File: src/scb_map.svh
// Register offsets, field positions and timing counts for clock bring-up.
`ifndef SCB_MAP_SVH
`define SCB_MAP_SVH
`define SCB_REG_VARIANT       9'h002
`define SCB_REG_PLL_RST       9'h008
`define SCB_REG_CLKGEN_RST    9'h009
`define SCB_REG_PLL_EN        9'h010
`define SCB_REG_PLL_CFG       9'h011
`define SCB_REG_CLK_IN        9'h014
`define SCB_REG_LOCK_A        9'h01a
`define SCB_REG_LOCK_B        9'h01b
`define SCB_REG_CLK_MGMT      9'h020
`define SCB_REG_LOGIC_EN      9'h022
`define SCB_REG_LOCK_STAT     9'h018
`define SCB_REG_IMG_CORE      9'h029
`define SCB_REG_BIAS_CP       9'h041
`define SCB_REG_BIAS_FE       9'h042
`define SCB_REG_BIAS_MUX      9'h043
`define SCB_REG_BIAS_SER      9'h044
`define SCB_REG_RSV_A         9'h046
`define SCB_REG_RSV_B         9'h051
`define SCB_REG_BLACK         9'h080
`define SCB_REG_OUT_WIDTH     9'h081
`define SCB_REG_EXP_A         9'h0b0
`define SCB_REG_EXP_B         9'h0b4
`define SCB_REG_EXP_C         9'h0b5
`define SCB_REG_SEQ_A         9'h0da
`define SCB_REG_SEQ_B         9'h0e0
`define SCB_REG_SEQ_D         9'h1bf
`define SCB_REG_SEQ_E         9'h1c0
`define SCB_REG_SEQ_C         9'h1c8
`define SCB_OUT_WIDTH_BIT     13
`define SCB_PLL_EN_BIT        0
`define SCB_PLL_BYPASS_BIT    2
`define SCB_CLK_IN_LVDS_BIT   0
`define SCB_CLK_LOGIC_BIT     1
`define SCB_LOGIC_EN_BIT      0
`define SCB_LOCK_CYCLES       16
`define SCB_NREGS             27
`define SCB_NSTEPS            40
`define SCB_APB_CTRL          12'h000
`define SCB_APB_STATUS        12'h004
`define SCB_CTRL_START_BIT    0
`define SCB_CTRL_COLOUR_BIT   1
`define SCB_CTRL_MODE_LSB     2
`endif

File: src/scb_pkg.sv
// Types shared by the bring-up controller and the testbench.
package scb_pkg;
	typedef enum logic [2:0] {
		SCB_M8_PLL   = 3'b000,
		SCB_M8_LVDS  = 3'b001,
		SCB_M10_PLL  = 3'b010,
		SCB_M10_LVDS = 3'b011,
		SCB_MPAR     = 3'b100
	} scb_mode_t;
	typedef struct packed {
		logic [8:0]  addr;
		logic [15:0] data;
	} scb_step_t;
endpackage

File: src/scb_if.sv
// Register access link between the bring-up controller and the sensor clock block.
`timescale 1ns/100ps
`default_nettype none
interface scb_if;
	logic        req;
	logic        wr;
	logic [8:0]  addr;
	logic [15:0] wdata;
	logic        ack;
	logic [15:0] rdata;
	modport device (input req, wr, addr, wdata, output ack, rdata);
	modport host (output req, wr, addr, wdata, input ack, rdata);
endinterface
`default_nettype wire

File: src/scb_host.sv
// Bring-up controller: APB slave that plays the clock-management upload sequence.
//
// The APB slave port was left to the implementer.
`timescale 1ns/100ps
`include "scb_map.svh"
`default_nettype none
module scb_host (
	// Clock and reset
	input  wire logic        clk,
	input  wire logic        resetn,
	// APB slave
	input  wire logic        psel,
	input  wire logic        penable,
	input  wire logic        pwrite,
	input  wire logic [11:0] paddr,
	input  wire logic [31:0] pwdata,
	output logic [31:0]      prdata,
	output logic             pready,
	output logic             pslverr,
	// Register link
	scb_if.host              bus
);
	typedef enum logic [2:0] {
		ST_IDLE = 3'b000, ST_WR = 3'b001, ST_POLL = 3'b010,
		ST_WAIT = 3'b011, ST_DONE = 3'b100
	} scb_st_t;
	localparam int NS = `SCB_NSTEPS;

	scb_st_t          st_r, st_nxt;
	logic [5:0]       idx_r, idx_nxt;
	scb_pkg::scb_mode_t mode_r, mode_nxt;
	logic             colour_r, colour_nxt;
	logic             req_r, req_nxt;
	logic             wr_r, wr_nxt;
	logic [8:0]       addr_r, addr_nxt;
	logic [15:0]      wdata_r, wdata_nxt;
	logic [31:0]      prdata_r, prdata_nxt;
	scb_pkg::scb_step_t step;
	logic             pll_mode;

	assign pll_mode = (mode_r == scb_pkg::SCB_M8_PLL) || (mode_r == scb_pkg::SCB_M10_PLL);

	// Step table; index 3 onward of group one is mode specific.
	function automatic scb_pkg::scb_step_t step_of(input logic [5:0] i,
		input scb_pkg::scb_mode_t m, input logic c);
		logic p8;
		logic p10;
		logic par;
		p8 = (m == scb_pkg::SCB_M8_PLL);
		p10 = (m == scb_pkg::SCB_M10_PLL);
		par = (m == scb_pkg::SCB_MPAR);
		step_of = '{`SCB_REG_VARIANT, {14'h0000, par, c}};
		unique case (i)
			6'd0: step_of = '{`SCB_REG_VARIANT, {14'h0000, par, c}};
			6'd1: step_of = '{`SCB_REG_CLK_MGMT, p8 || par ? 16'h200C : p10 ? 16'h2004
				: m == scb_pkg::SCB_M8_LVDS ? 16'h2008 : 16'h2000};
			6'd2: step_of = '{`SCB_REG_CLK_IN, p8 || p10 || par ? 16'h0000 : 16'h0001};
			6'd3: step_of = '{`SCB_REG_PLL_EN, 16'h0007};
			6'd4: step_of = '{`SCB_REG_PLL_CFG, p8 ? 16'h210F : 16'h2113};
			6'd5: step_of = '{`SCB_REG_LOCK_A, p8 ? 16'h1180 : 16'h2280};
			6'd6: step_of = '{`SCB_REG_LOCK_B, p8 ? 16'hCCBC : 16'h3D2D};
			6'd7: step_of = '{`SCB_REG_PLL_RST, 16'h0000};
			6'd8: step_of = '{`SCB_REG_PLL_EN, 16'h0003};
			6'd9: step_of = '{`SCB_REG_CLKGEN_RST, 16'h0000};
			6'd10: step_of = '{`SCB_REG_CLK_MGMT, p8 || par ? 16'h200E
				: m == scb_pkg::SCB_M8_LVDS ? 16'h200A : p10 ? 16'h2006 : 16'h2002};
			6'd11: step_of = '{`SCB_REG_LOGIC_EN, 16'h0001};
			6'd12: step_of = '{`SCB_REG_IMG_CORE, 16'h085A};
			6'd13: step_of = '{`SCB_REG_OUT_WIDTH, (p8 || m == scb_pkg::SCB_M8_LVDS)
				? 16'h2000 : 16'h0000};
			6'd14: step_of = '{`SCB_REG_BIAS_CP, 16'h288B};
			6'd15: step_of = '{`SCB_REG_BIAS_FE, 16'h53C6};
			6'd16: step_of = '{`SCB_REG_BIAS_MUX, 16'h0344};
			6'd17: step_of = '{`SCB_REG_BIAS_SER, 16'h0085};
			6'd18: step_of = '{`SCB_REG_RSV_A, 16'h4888};
			6'd19: step_of = '{`SCB_REG_RSV_B, 16'h86A1};
			6'd20: step_of = '{`SCB_REG_BLACK, 16'h460F};
			6'd21: step_of = '{`SCB_REG_EXP_A, 16'h00F5};
			6'd22: step_of = '{`SCB_REG_EXP_B, 16'h00FD};
			6'd23: step_of = '{`SCB_REG_EXP_C, 16'h0144};
			6'd24: step_of = '{`SCB_REG_SEQ_A, 16'h160B};
			6'd25: step_of = '{`SCB_REG_SEQ_B, 16'h3E13};
			6'd26: step_of = '{`SCB_REG_SEQ_C, 16'h0386};
			6'd27: step_of = '{`SCB_REG_SEQ_D, 16'h0BF1};
			6'd28: step_of = '{`SCB_REG_SEQ_E, 16'h0BC3};
			default: step_of = '{`SCB_REG_VARIANT, {14'h0000, par, c}};
		endcase
	endfunction

	assign step = step_of(idx_r, mode_r, colour_r);

	always_comb begin
		st_nxt = st_r;
		idx_nxt = idx_r;
		mode_nxt = mode_r;
		colour_nxt = colour_r;
		req_nxt = req_r;
		wr_nxt = wr_r;
		addr_nxt = addr_r;
		wdata_nxt = wdata_r;
		prdata_nxt = 32'h0000_0000;
		if (psel && !penable && !pwrite && paddr == `SCB_APB_STATUS) begin
			prdata_nxt = {29'h0000_0000, st_r == ST_POLL, st_r == ST_DONE, st_r != ST_IDLE};
		end
		if (psel && !penable && !pwrite && paddr == `SCB_APB_CTRL) begin
			prdata_nxt = {27'h000_0000, mode_r, colour_r, 1'b0};
		end
		unique case (st_r)
			ST_IDLE, ST_DONE: begin
				if (psel && penable && pwrite && paddr == `SCB_APB_CTRL
					&& pwdata[`SCB_CTRL_START_BIT]) begin
					mode_nxt = scb_pkg::scb_mode_t'(pwdata[`SCB_CTRL_MODE_LSB +: 3]);
					colour_nxt = pwdata[`SCB_CTRL_COLOUR_BIT];
					idx_nxt = 6'd0;
					st_nxt = ST_WR;
				end
			end
			ST_WR: begin
				// One complete write before the next step is issued.
				if (!req_r) begin
					req_nxt = 1'b1;
					wr_nxt = 1'b1;
					addr_nxt = step.addr;
					wdata_nxt = step.data;
				end else if (bus.ack) begin
					req_nxt = 1'b0;
					st_nxt = ST_WR;
					unique case (idx_r)
						6'd2: idx_nxt = pll_mode ? 6'd4
							: (mode_r == scb_pkg::SCB_MPAR) ? 6'd3 : 6'd9;
						6'd3: idx_nxt = 6'd9;
						6'd8: st_nxt = ST_POLL;
						6'd28: st_nxt = ST_DONE;
						default: idx_nxt = idx_r + 6'd1;
					endcase
				end
			end
			ST_POLL: begin
				req_nxt = 1'b1;
				wr_nxt = 1'b0;
				addr_nxt = `SCB_REG_LOCK_STAT;
				st_nxt = ST_WAIT;
			end
			ST_WAIT: begin
				if (bus.ack) begin
					req_nxt = 1'b0;
					st_nxt = bus.rdata[0] ? ST_WR : ST_POLL;
					idx_nxt = bus.rdata[0] ? 6'd9 : idx_r;
				end
			end
			default: st_nxt = ST_IDLE;
		endcase
	end

	always_ff @(posedge clk) begin
		if (!resetn) begin
			st_r <= ST_IDLE;
			idx_r <= 6'd0;
			mode_r <= scb_pkg::SCB_M8_PLL;
			colour_r <= 1'b0;
			req_r <= 1'b0;
			wr_r <= 1'b0;
			addr_r <= 9'h000;
			wdata_r <= 16'h0000;
			prdata_r <= 32'h0000_0000;
		end else begin
			st_r <= st_nxt;
			idx_r <= idx_nxt;
			mode_r <= mode_nxt;
			colour_r <= colour_nxt;
			req_r <= req_nxt;
			wr_r <= wr_nxt;
			addr_r <= addr_nxt;
			wdata_r <= wdata_nxt;
			prdata_r <= prdata_nxt;
		end
	end

	assign pready = psel && penable;
	assign pslverr = 1'b0;
	assign prdata = prdata_r;
	assign bus.req = req_r;
	assign bus.wr = wr_r;
	assign bus.addr = addr_r;
	assign bus.wdata = wdata_r;
endmodule
`default_nettype wire

File: src/flat_wrapper.sv
// flat-port wrapper written by rule: the top's interface ports become plain ports
module scb_host_flat 
  (clk, resetn, psel, penable, pwrite, paddr, pwdata, prdata, pready, pslverr, bus_req, bus_wr, bus_addr, bus_wdata, bus_ack, bus_rdata);
  scb_if bus_i ();
  input  wire logic clk;
  input  wire logic resetn;
  input  wire logic psel;
  input  wire logic penable;
  input  wire logic pwrite;
  input  wire logic [11:0] paddr;
  input  wire logic [31:0] pwdata;
  output logic [31:0] prdata;
  output logic pready;
  output logic pslverr;
  output wire logic [$bits(bus_i.req)-1:0] bus_req;
  output wire logic [$bits(bus_i.wr)-1:0] bus_wr;
  output wire logic [$bits(bus_i.addr)-1:0] bus_addr;
  output wire logic [$bits(bus_i.wdata)-1:0] bus_wdata;
  input wire logic [$bits(bus_i.ack)-1:0] bus_ack;
  input wire logic [$bits(bus_i.rdata)-1:0] bus_rdata;
  assign bus_req = bus_i.req;
  assign bus_wr = bus_i.wr;
  assign bus_addr = bus_i.addr;
  assign bus_wdata = bus_i.wdata;
  assign bus_i.ack = bus_ack;
  assign bus_i.rdata = bus_rdata;
  scb_host u_core (.clk(clk), .resetn(resetn), .psel(psel), .penable(penable), .pwrite(pwrite), .paddr(paddr), .pwdata(pwdata), .prdata(prdata), .pready(pready), .pslverr(pslverr), .bus(bus_i));
endmodule
File: config.mk
export PLATFORM = sky130hd
export DESIGN_NAME = scb_host_flat
export DESIGN_NICKNAME = d
export VERILOG_FILES = /design/src/scb_pkg.sv /design/src/scb_if.sv /design/src/scb_host.sv /design/src/flat_wrapper.sv
export VERILOG_INCLUDE_DIRS = /design/src
export SDC_FILE = /design/constraint.sdc
export NUM_CORES = 1
export LEC_CHECK = 0
export ABC_AREA = 0
export CAP_MARGIN = 10
export CORE_MARGIN = 2
export CORE_UTILIZATION = 60
export CTS_CLUSTER_SIZE = 16
export DETAILED_ROUTE_END_ITERATION = 7
export DONT_BUFFER_PORTS = 1
export HOLD_SLACK_MARGIN = 0.12
export PLACE_DENSITY = 0.76
export SYNTH_ARGS = -nofsm -noshare
export SYNTH_HDL_FRONTEND = slang
export SYNTH_SLANG_ARGS = --single-unit
File: constraint.sdc
create_clock -name clk -period 2.3 [get_ports clk]
set_input_delay 0.345 -clock clk [delete_from_list [all_inputs] [get_ports clk]]
set_output_delay 0.345 -clock clk [all_outputs]
set_load 0.03 [all_outputs]
## After elaboration in Yosys (flattened, before gate mapping)

Index checks and enable logic that the tools add are counted.

| operators by class | value |
|---|---|
| bitwise gates (word level) | 3 |
| add/sub/neg operators | 1 |
| muxes and demuxes | 38 |
| reduce and logical (&&, ||, !) cells | 31 |
| equality and inequality tests | 43 |

Operators by type and width:

| cell | count |
|---|---|
| one-hot mux 25 bit (28 select lines) | 1 |
| two-way mux 16 bit | 5 |
| equality test 6 x 5 -> 1 bit, second input constant | 13 |
| equality test 6 x 4 -> 1 bit, second input constant | 8 |
| two-way mux 6 bit | 6 |
| one-hot mux 6 bit (3 select lines) | 2 |
| two-way mux 14 bit | 2 |
| equality test 6 x 3 -> 1 bit, second input constant | 4 |
| two-way mux 3 bit | 6 |
| one-hot mux 9 bit (2 select lines) | 1 |
| equality test 12 x 3 -> 1 bit, second input constant | 1 |
| equality test 6 x 2 -> 1 bit, second input constant | 2 |
| logical NOT 12 bit | 1 |
| one-hot mux 3 bit (4 select lines) | 1 |
| two-way mux 5 bit | 2 |
| != test 2 bit, second input constant | 5 |
| equality test 3 x 2 -> 1 bit, second input constant | 3 |
| two-way mux 9 bit | 1 |
| nonzero test 3 bit | 3 |
| logical AND 1 bit | 8 |
| two-way mux 4 bit | 2 |
| AND reduction 2 bit | 4 |
| AND reduction 7 bit | 1 |
| adder 6 x 1 -> 6 bit, second input constant | 1 |
| other kinds (17) | 33 |

| storage, ports and cells | value |
|---|---|
| output and inout bits | 61 |
| bits of input ports | 66 |
| logic and storage cells | 127 |
| flip-flop bits (word level) | 72 |

## Depth between registers and ports, before layout

| depth | value |
|---|---|
| depth in word-level cells | 7 |
| gate-level depth with buffers | 9 |
| mapped depth without buffers | 8 |

## Least setup slack after synthesis

No wires, ideal clock.

| timing | value |
|---|---|
| path type | flip-flop to flip-flop |
| start | reg u_core.idx_r[0] |
| end | reg u_core.addr_r[2], in the netlist u_core.bus.addr[2] |
| path buffers | 1 |
| slack | 0.168 ns |
| setup time | 0.117 ns |
| required time | 2.183 ns |
| clock period less this slack | 2.132 ns |
| arrival time | 2.015 ns |
| cell stages (with the launch flop) | 9 |
| path through | dfxtp_1 -> ha_1 -> clkbuf_1 -> or2_1 -> a21oi_1 -> o221ai_1 -> nor4_4 -> nor2_1 -> a32o_1 |

| on the way | value |
|---|---|
| cells in the longest elaborated chain, start to end | 4 |
| elaborated cells between the ends (all ways) | 31 |
| those cells by class | eq/ne: 28; mux: 3 |

RTL lines:

| element | line | RTL |
|---|---|---|
| from (decl) | scb_host.sv:30 | `logic [5:0] idx_r, idx_nxt;` |
| from (signal assigned) | scb_host.sv:168 | `idx_r <= idx_nxt;` |
| equality test 6 x 5 -> 1 bit, or another cell as far along | scb_host.sv:53 | `unique case (i)` |
| one-hot mux 25 bit (28 select lines) (*) | scb_host.sv:53 |  |
| two-way mux 9 bit (*) | scb_host.sv:120 | `if (!req_r) begin` |
| one-hot mux 9 bit (2 select lines) (*) | scb_host.sv:108 | `unique case (st_r)` |
| to (signal assigned) | scb_host.sv:173 | `addr_r <= addr_nxt;` |
| to (decl) | scb_host.sv:35 | `logic [8:0] addr_r, addr_nxt;` |

Every way passes the cells marked *; elsewhere a longest branch is shown, timed or not. The select of a mux whose other input is x is not followed.
A chain may end at the register's enable or synchronous reset.

## Worst setup path in the final report

| timing | value |
|---|---|
| start | reg u_core.idx_r[2] |
| end | reg u_core.wdata_r[0], in the netlist u_core.bus.wdata[0] |

| on the way | value |
|---|---|
| cells in the longest elaborated chain, start to end | 2 |
| elaborated cells between the ends (all ways) | 29 |
| those cells by class | eq/ne: 28; mux: 1 |

RTL lines:

| element | line | RTL |
|---|---|---|
| equality test 6 x 5 -> 1 bit, or another cell as far along | scb_host.sv:53 |  |
| one-hot mux 25 bit (28 select lines) (*) | scb_host.sv:53 |  |
| to (signal assigned) | scb_host.sv:174 | `wdata_r <= wdata_nxt;` |
| to (decl) | scb_host.sv:36 | `logic [15:0] wdata_r, wdata_nxt;` |

Every way passes the cells marked *; elsewhere a longest branch is shown, timed or not.

==> results.ini <==
[die]
num_rows = 26
pin_count = 127
die-area_um2 = 6018
die_w_um = 77.58
die_y_um = 77.58
start_util = 0.6280
core_um2 = 5172

[power]
p_int_mw = 1.005
power_density_nw_per_um2 = 381.7
irDropWorstVdd_mv = 0.2402
combPwrFrac = 0.054
leakagePower_nw = 1.361
seqPwrFrac = 0.560
clock_power_share = 0.385
switching_share = 0.2756
switchingPower_uw = 382.2

[layout]
fin_area_um2 = 3633
antenna_cells = 0
final_nets = 528
syn2layout_area_growth_pct = 11.86
fin_cells = 529
layout-drive-gt1-share = 0.1786

[synth]
muxShareOfSynthArea = 0.03082
ys_types = 71
yosys.area_share.adder = 0.01849
synth_compound_area_frac = 0.2777
yosys.area.top_type = dfxtp_1
synth_top_family_by_area = compound AO/OA/AOI/OAI gates
yosys.area_share.simple = 0.2766
yosys_warnings = 0
synth.area.top_cells = dfxtp_1 (28%), buf_4 (6.7%), o21ai_0 (5.2%)
avgSynthCellArea_um2 = 7.450
synth_top_flop_cell = dfxtp_1
yosysSeqAreaShare = 0.2773
synth_edf_count = 0
synth_xor_area_frac = 0.002696
synthCells = 436
synth_seq_cells = 45
netlist_area_um2 = 3248
yosysMostFrequentCell = dfxtp_1
synth_top_area_frac = 0.2773
async_flop_share = 0
synth_common_cells = dfxtp_1 (45), nor2_1 (43), nand2_1 (41), o21ai_0 (34), buf_4 (29)

[grt]
grt_max_degree = 44
gr-usage-all-layers = 0.3194
grt_pass1_vias = 3009
grt_pass1_wl_um = 15370
antenna_found_initial = 0
overflow = 0

[route]
drtAntennaViolNets = 0
vias_per_cell = 6.388
drt-pass1-iter-count = 5
drt-total-wl_um = 9653
drtIter0Drc = 446
vias = 3379
wl_per_cell_um = 18.25
drc = 0

[timing]
rsz0062_at_grt = false
drv_slew = 0
hold_viol_final = 0
fin_crit_sh = 0.9466
period_needed_ps = 2177
tightest_slew_ps = 647.6
max_freq_ghz = 0.4593
setup_viol_count_final = 0
slew_headroom = 0.5647
clock_skew_ps = 7.757

[cts]
cts.htree.levels = 2
clkTransAtPathRegs_ps = 100
clock-root-buffer = clkbuf_8
clock-sinks = 45
clk_path_buf_depth = 2
cts_tree = built
cts_buffers = 5
cts_setup_buffers = 0
cts_hold_buf = 0
clkLatencyLatePin_ps = 310

[critical_path]
max_stage_delay_ps = 410
path_max_fanout = 12
cpMostUsedCell = buf_4
cp_num_buf_inv = 2
required_ps = 2540
slowest_stage = nor4_4
path_class = reg -> reg
critPathLaunchType = flop
setup.worst_path.end_class = flop
worst_ep_arrival_time_ps = 2410
cp_cell_sequence = buf_4 -> or3_1 -> a21o_1 -> and4_4 -> nor4_4 -> buf_4 -> nand4_1 -> o211ai_1
cp_top_family = simple AND/OR/NAND/NOR gates

[placed_design]
placed_cell_area_um2 = 3491
hpwlAfterDp_um = 7338
io_buffers = 0
place_congestion = 0.9876
placed_cells = 521

[worst_hold_path]
hold_class = in -> reg

[flow_run]
cap_viol_max_count = 0

[run_status]
status = finished, final reports clean

==> sequential cells by signal, summed over array words and instances (netlist names) <==
signal,flops
u_core.bus.addr,9
u_core.bus.req,1
u_core.mode_r,3
u_core.colour_r,1
u_core.idx_r,6
u_core.prdata,5
u_core.bus.wr,1
u_core.st_r,3
u_core.bus.wdata,16
==> worst paths after layout <==
path,startpoint,to,slack (ps),cells past startpoint
worst max-delay path,u_core.idx_r[2],u_core.bus.wdata[0],120,8
worst min-delay path,paddr[2],u_core.prdata[0],150,2
worst max register to register,u_core.idx_r[2],u_core.bus.wdata[0],120,8
worst min register to register,u_core.colour_r,u_core.prdata[1],510,2
==> repair_timing <==
action,4_1_cts,5_1_grt
setup endpoints to repair,5,17
endpoints found under the hold margin,0,0
gates resized for setup,1,12
pin swaps,1,4
==> metal layers <==
layer / vias to the layer above / track usage / part of all wire
met3: 33 / 0.05930 / 0.11
met4: 0 / 0.1179 / 0.027
met5: - / 0 / 0
met2: 235 / 0.4930 / 0.45
met1: 1545 / 0.4436 / 0.41
li1: 1566 / - / -
==> power groups by stage <==
stage	clock network, mW	logic (mW)	registers (mW)
6_report	0.534	0.0754	0.777
3_3_place_gp	0	0.0736	0.797
3_5_place_dp	0	0.0744	0.797
5_1_grt	0.563	0.0791	0.777
4_1_cts	0.536	0.0744	0.778
2_1_floorplan	0	0.118	0.797
==> metrics by stage <==
step | TNS, ps | total power [mW] | setup slack [ps] | utilization | hold slack [ps]
5_1_grt | 0 | 1.419 | 2.576 | 0.7025 | 151.3
4_1_cts | 0 | 1.389 | 19.41 | 0.6942 | 149.9
2_1_floorplan | 0 | 0.9148 | 167.5 | - | 457.9
3_5_place_dp | -74.30 | 0.8710 | -38.79 | 0.6749 | 471.2
6_report | 0 | 1.387 | 122.8 | 0.7025 | 152.6
3_3_place_gp | -7.769 | 0.8703 | -4.705 | 0.6749 | 470.2
==> cell type report <==
class                   instances  area [µm²]
clock buffers                   5       68.82
flip-flops and latches         45       907.1
fillers                       433        1539
well taps                      70       87.58
clock inverters                 3       25.02
repair buffers                 49       392.9
inverters                       8       30.03
multi-input cells             349        2122
==> placed cells by master, fill, tap and decap left out, types with 11 or more instances in the layout <==
| cell type | instances |
|---|---|
| buf_4 | 47 |
| dfxtp_1 | 42 |
| nand2_1 | 41 |
| nor2_1 | 41 |
| o21ai_0 | 34 |
| conb_1 | 28 |
| a21oi_1 | 25 |
| nor2b_1 | 17 |
| nand2b_1 | 12 |
| nand3_1 | 11 |
==> logic make-up (layout without fill, tap and decap cells) <==
family                     after synthesis  in the layout
AOI/OAI and AO/OA                      135            135
xor gates and xnor gates                 1              1
adders and majority gates                5              5
buffers and inverters                   69             65
DFF                                     45             45
muxes                                   10             10
other                                    1             28
and+or+nand+nor                        170            170
No activity file was read; power rests on OpenSTA's default activity.
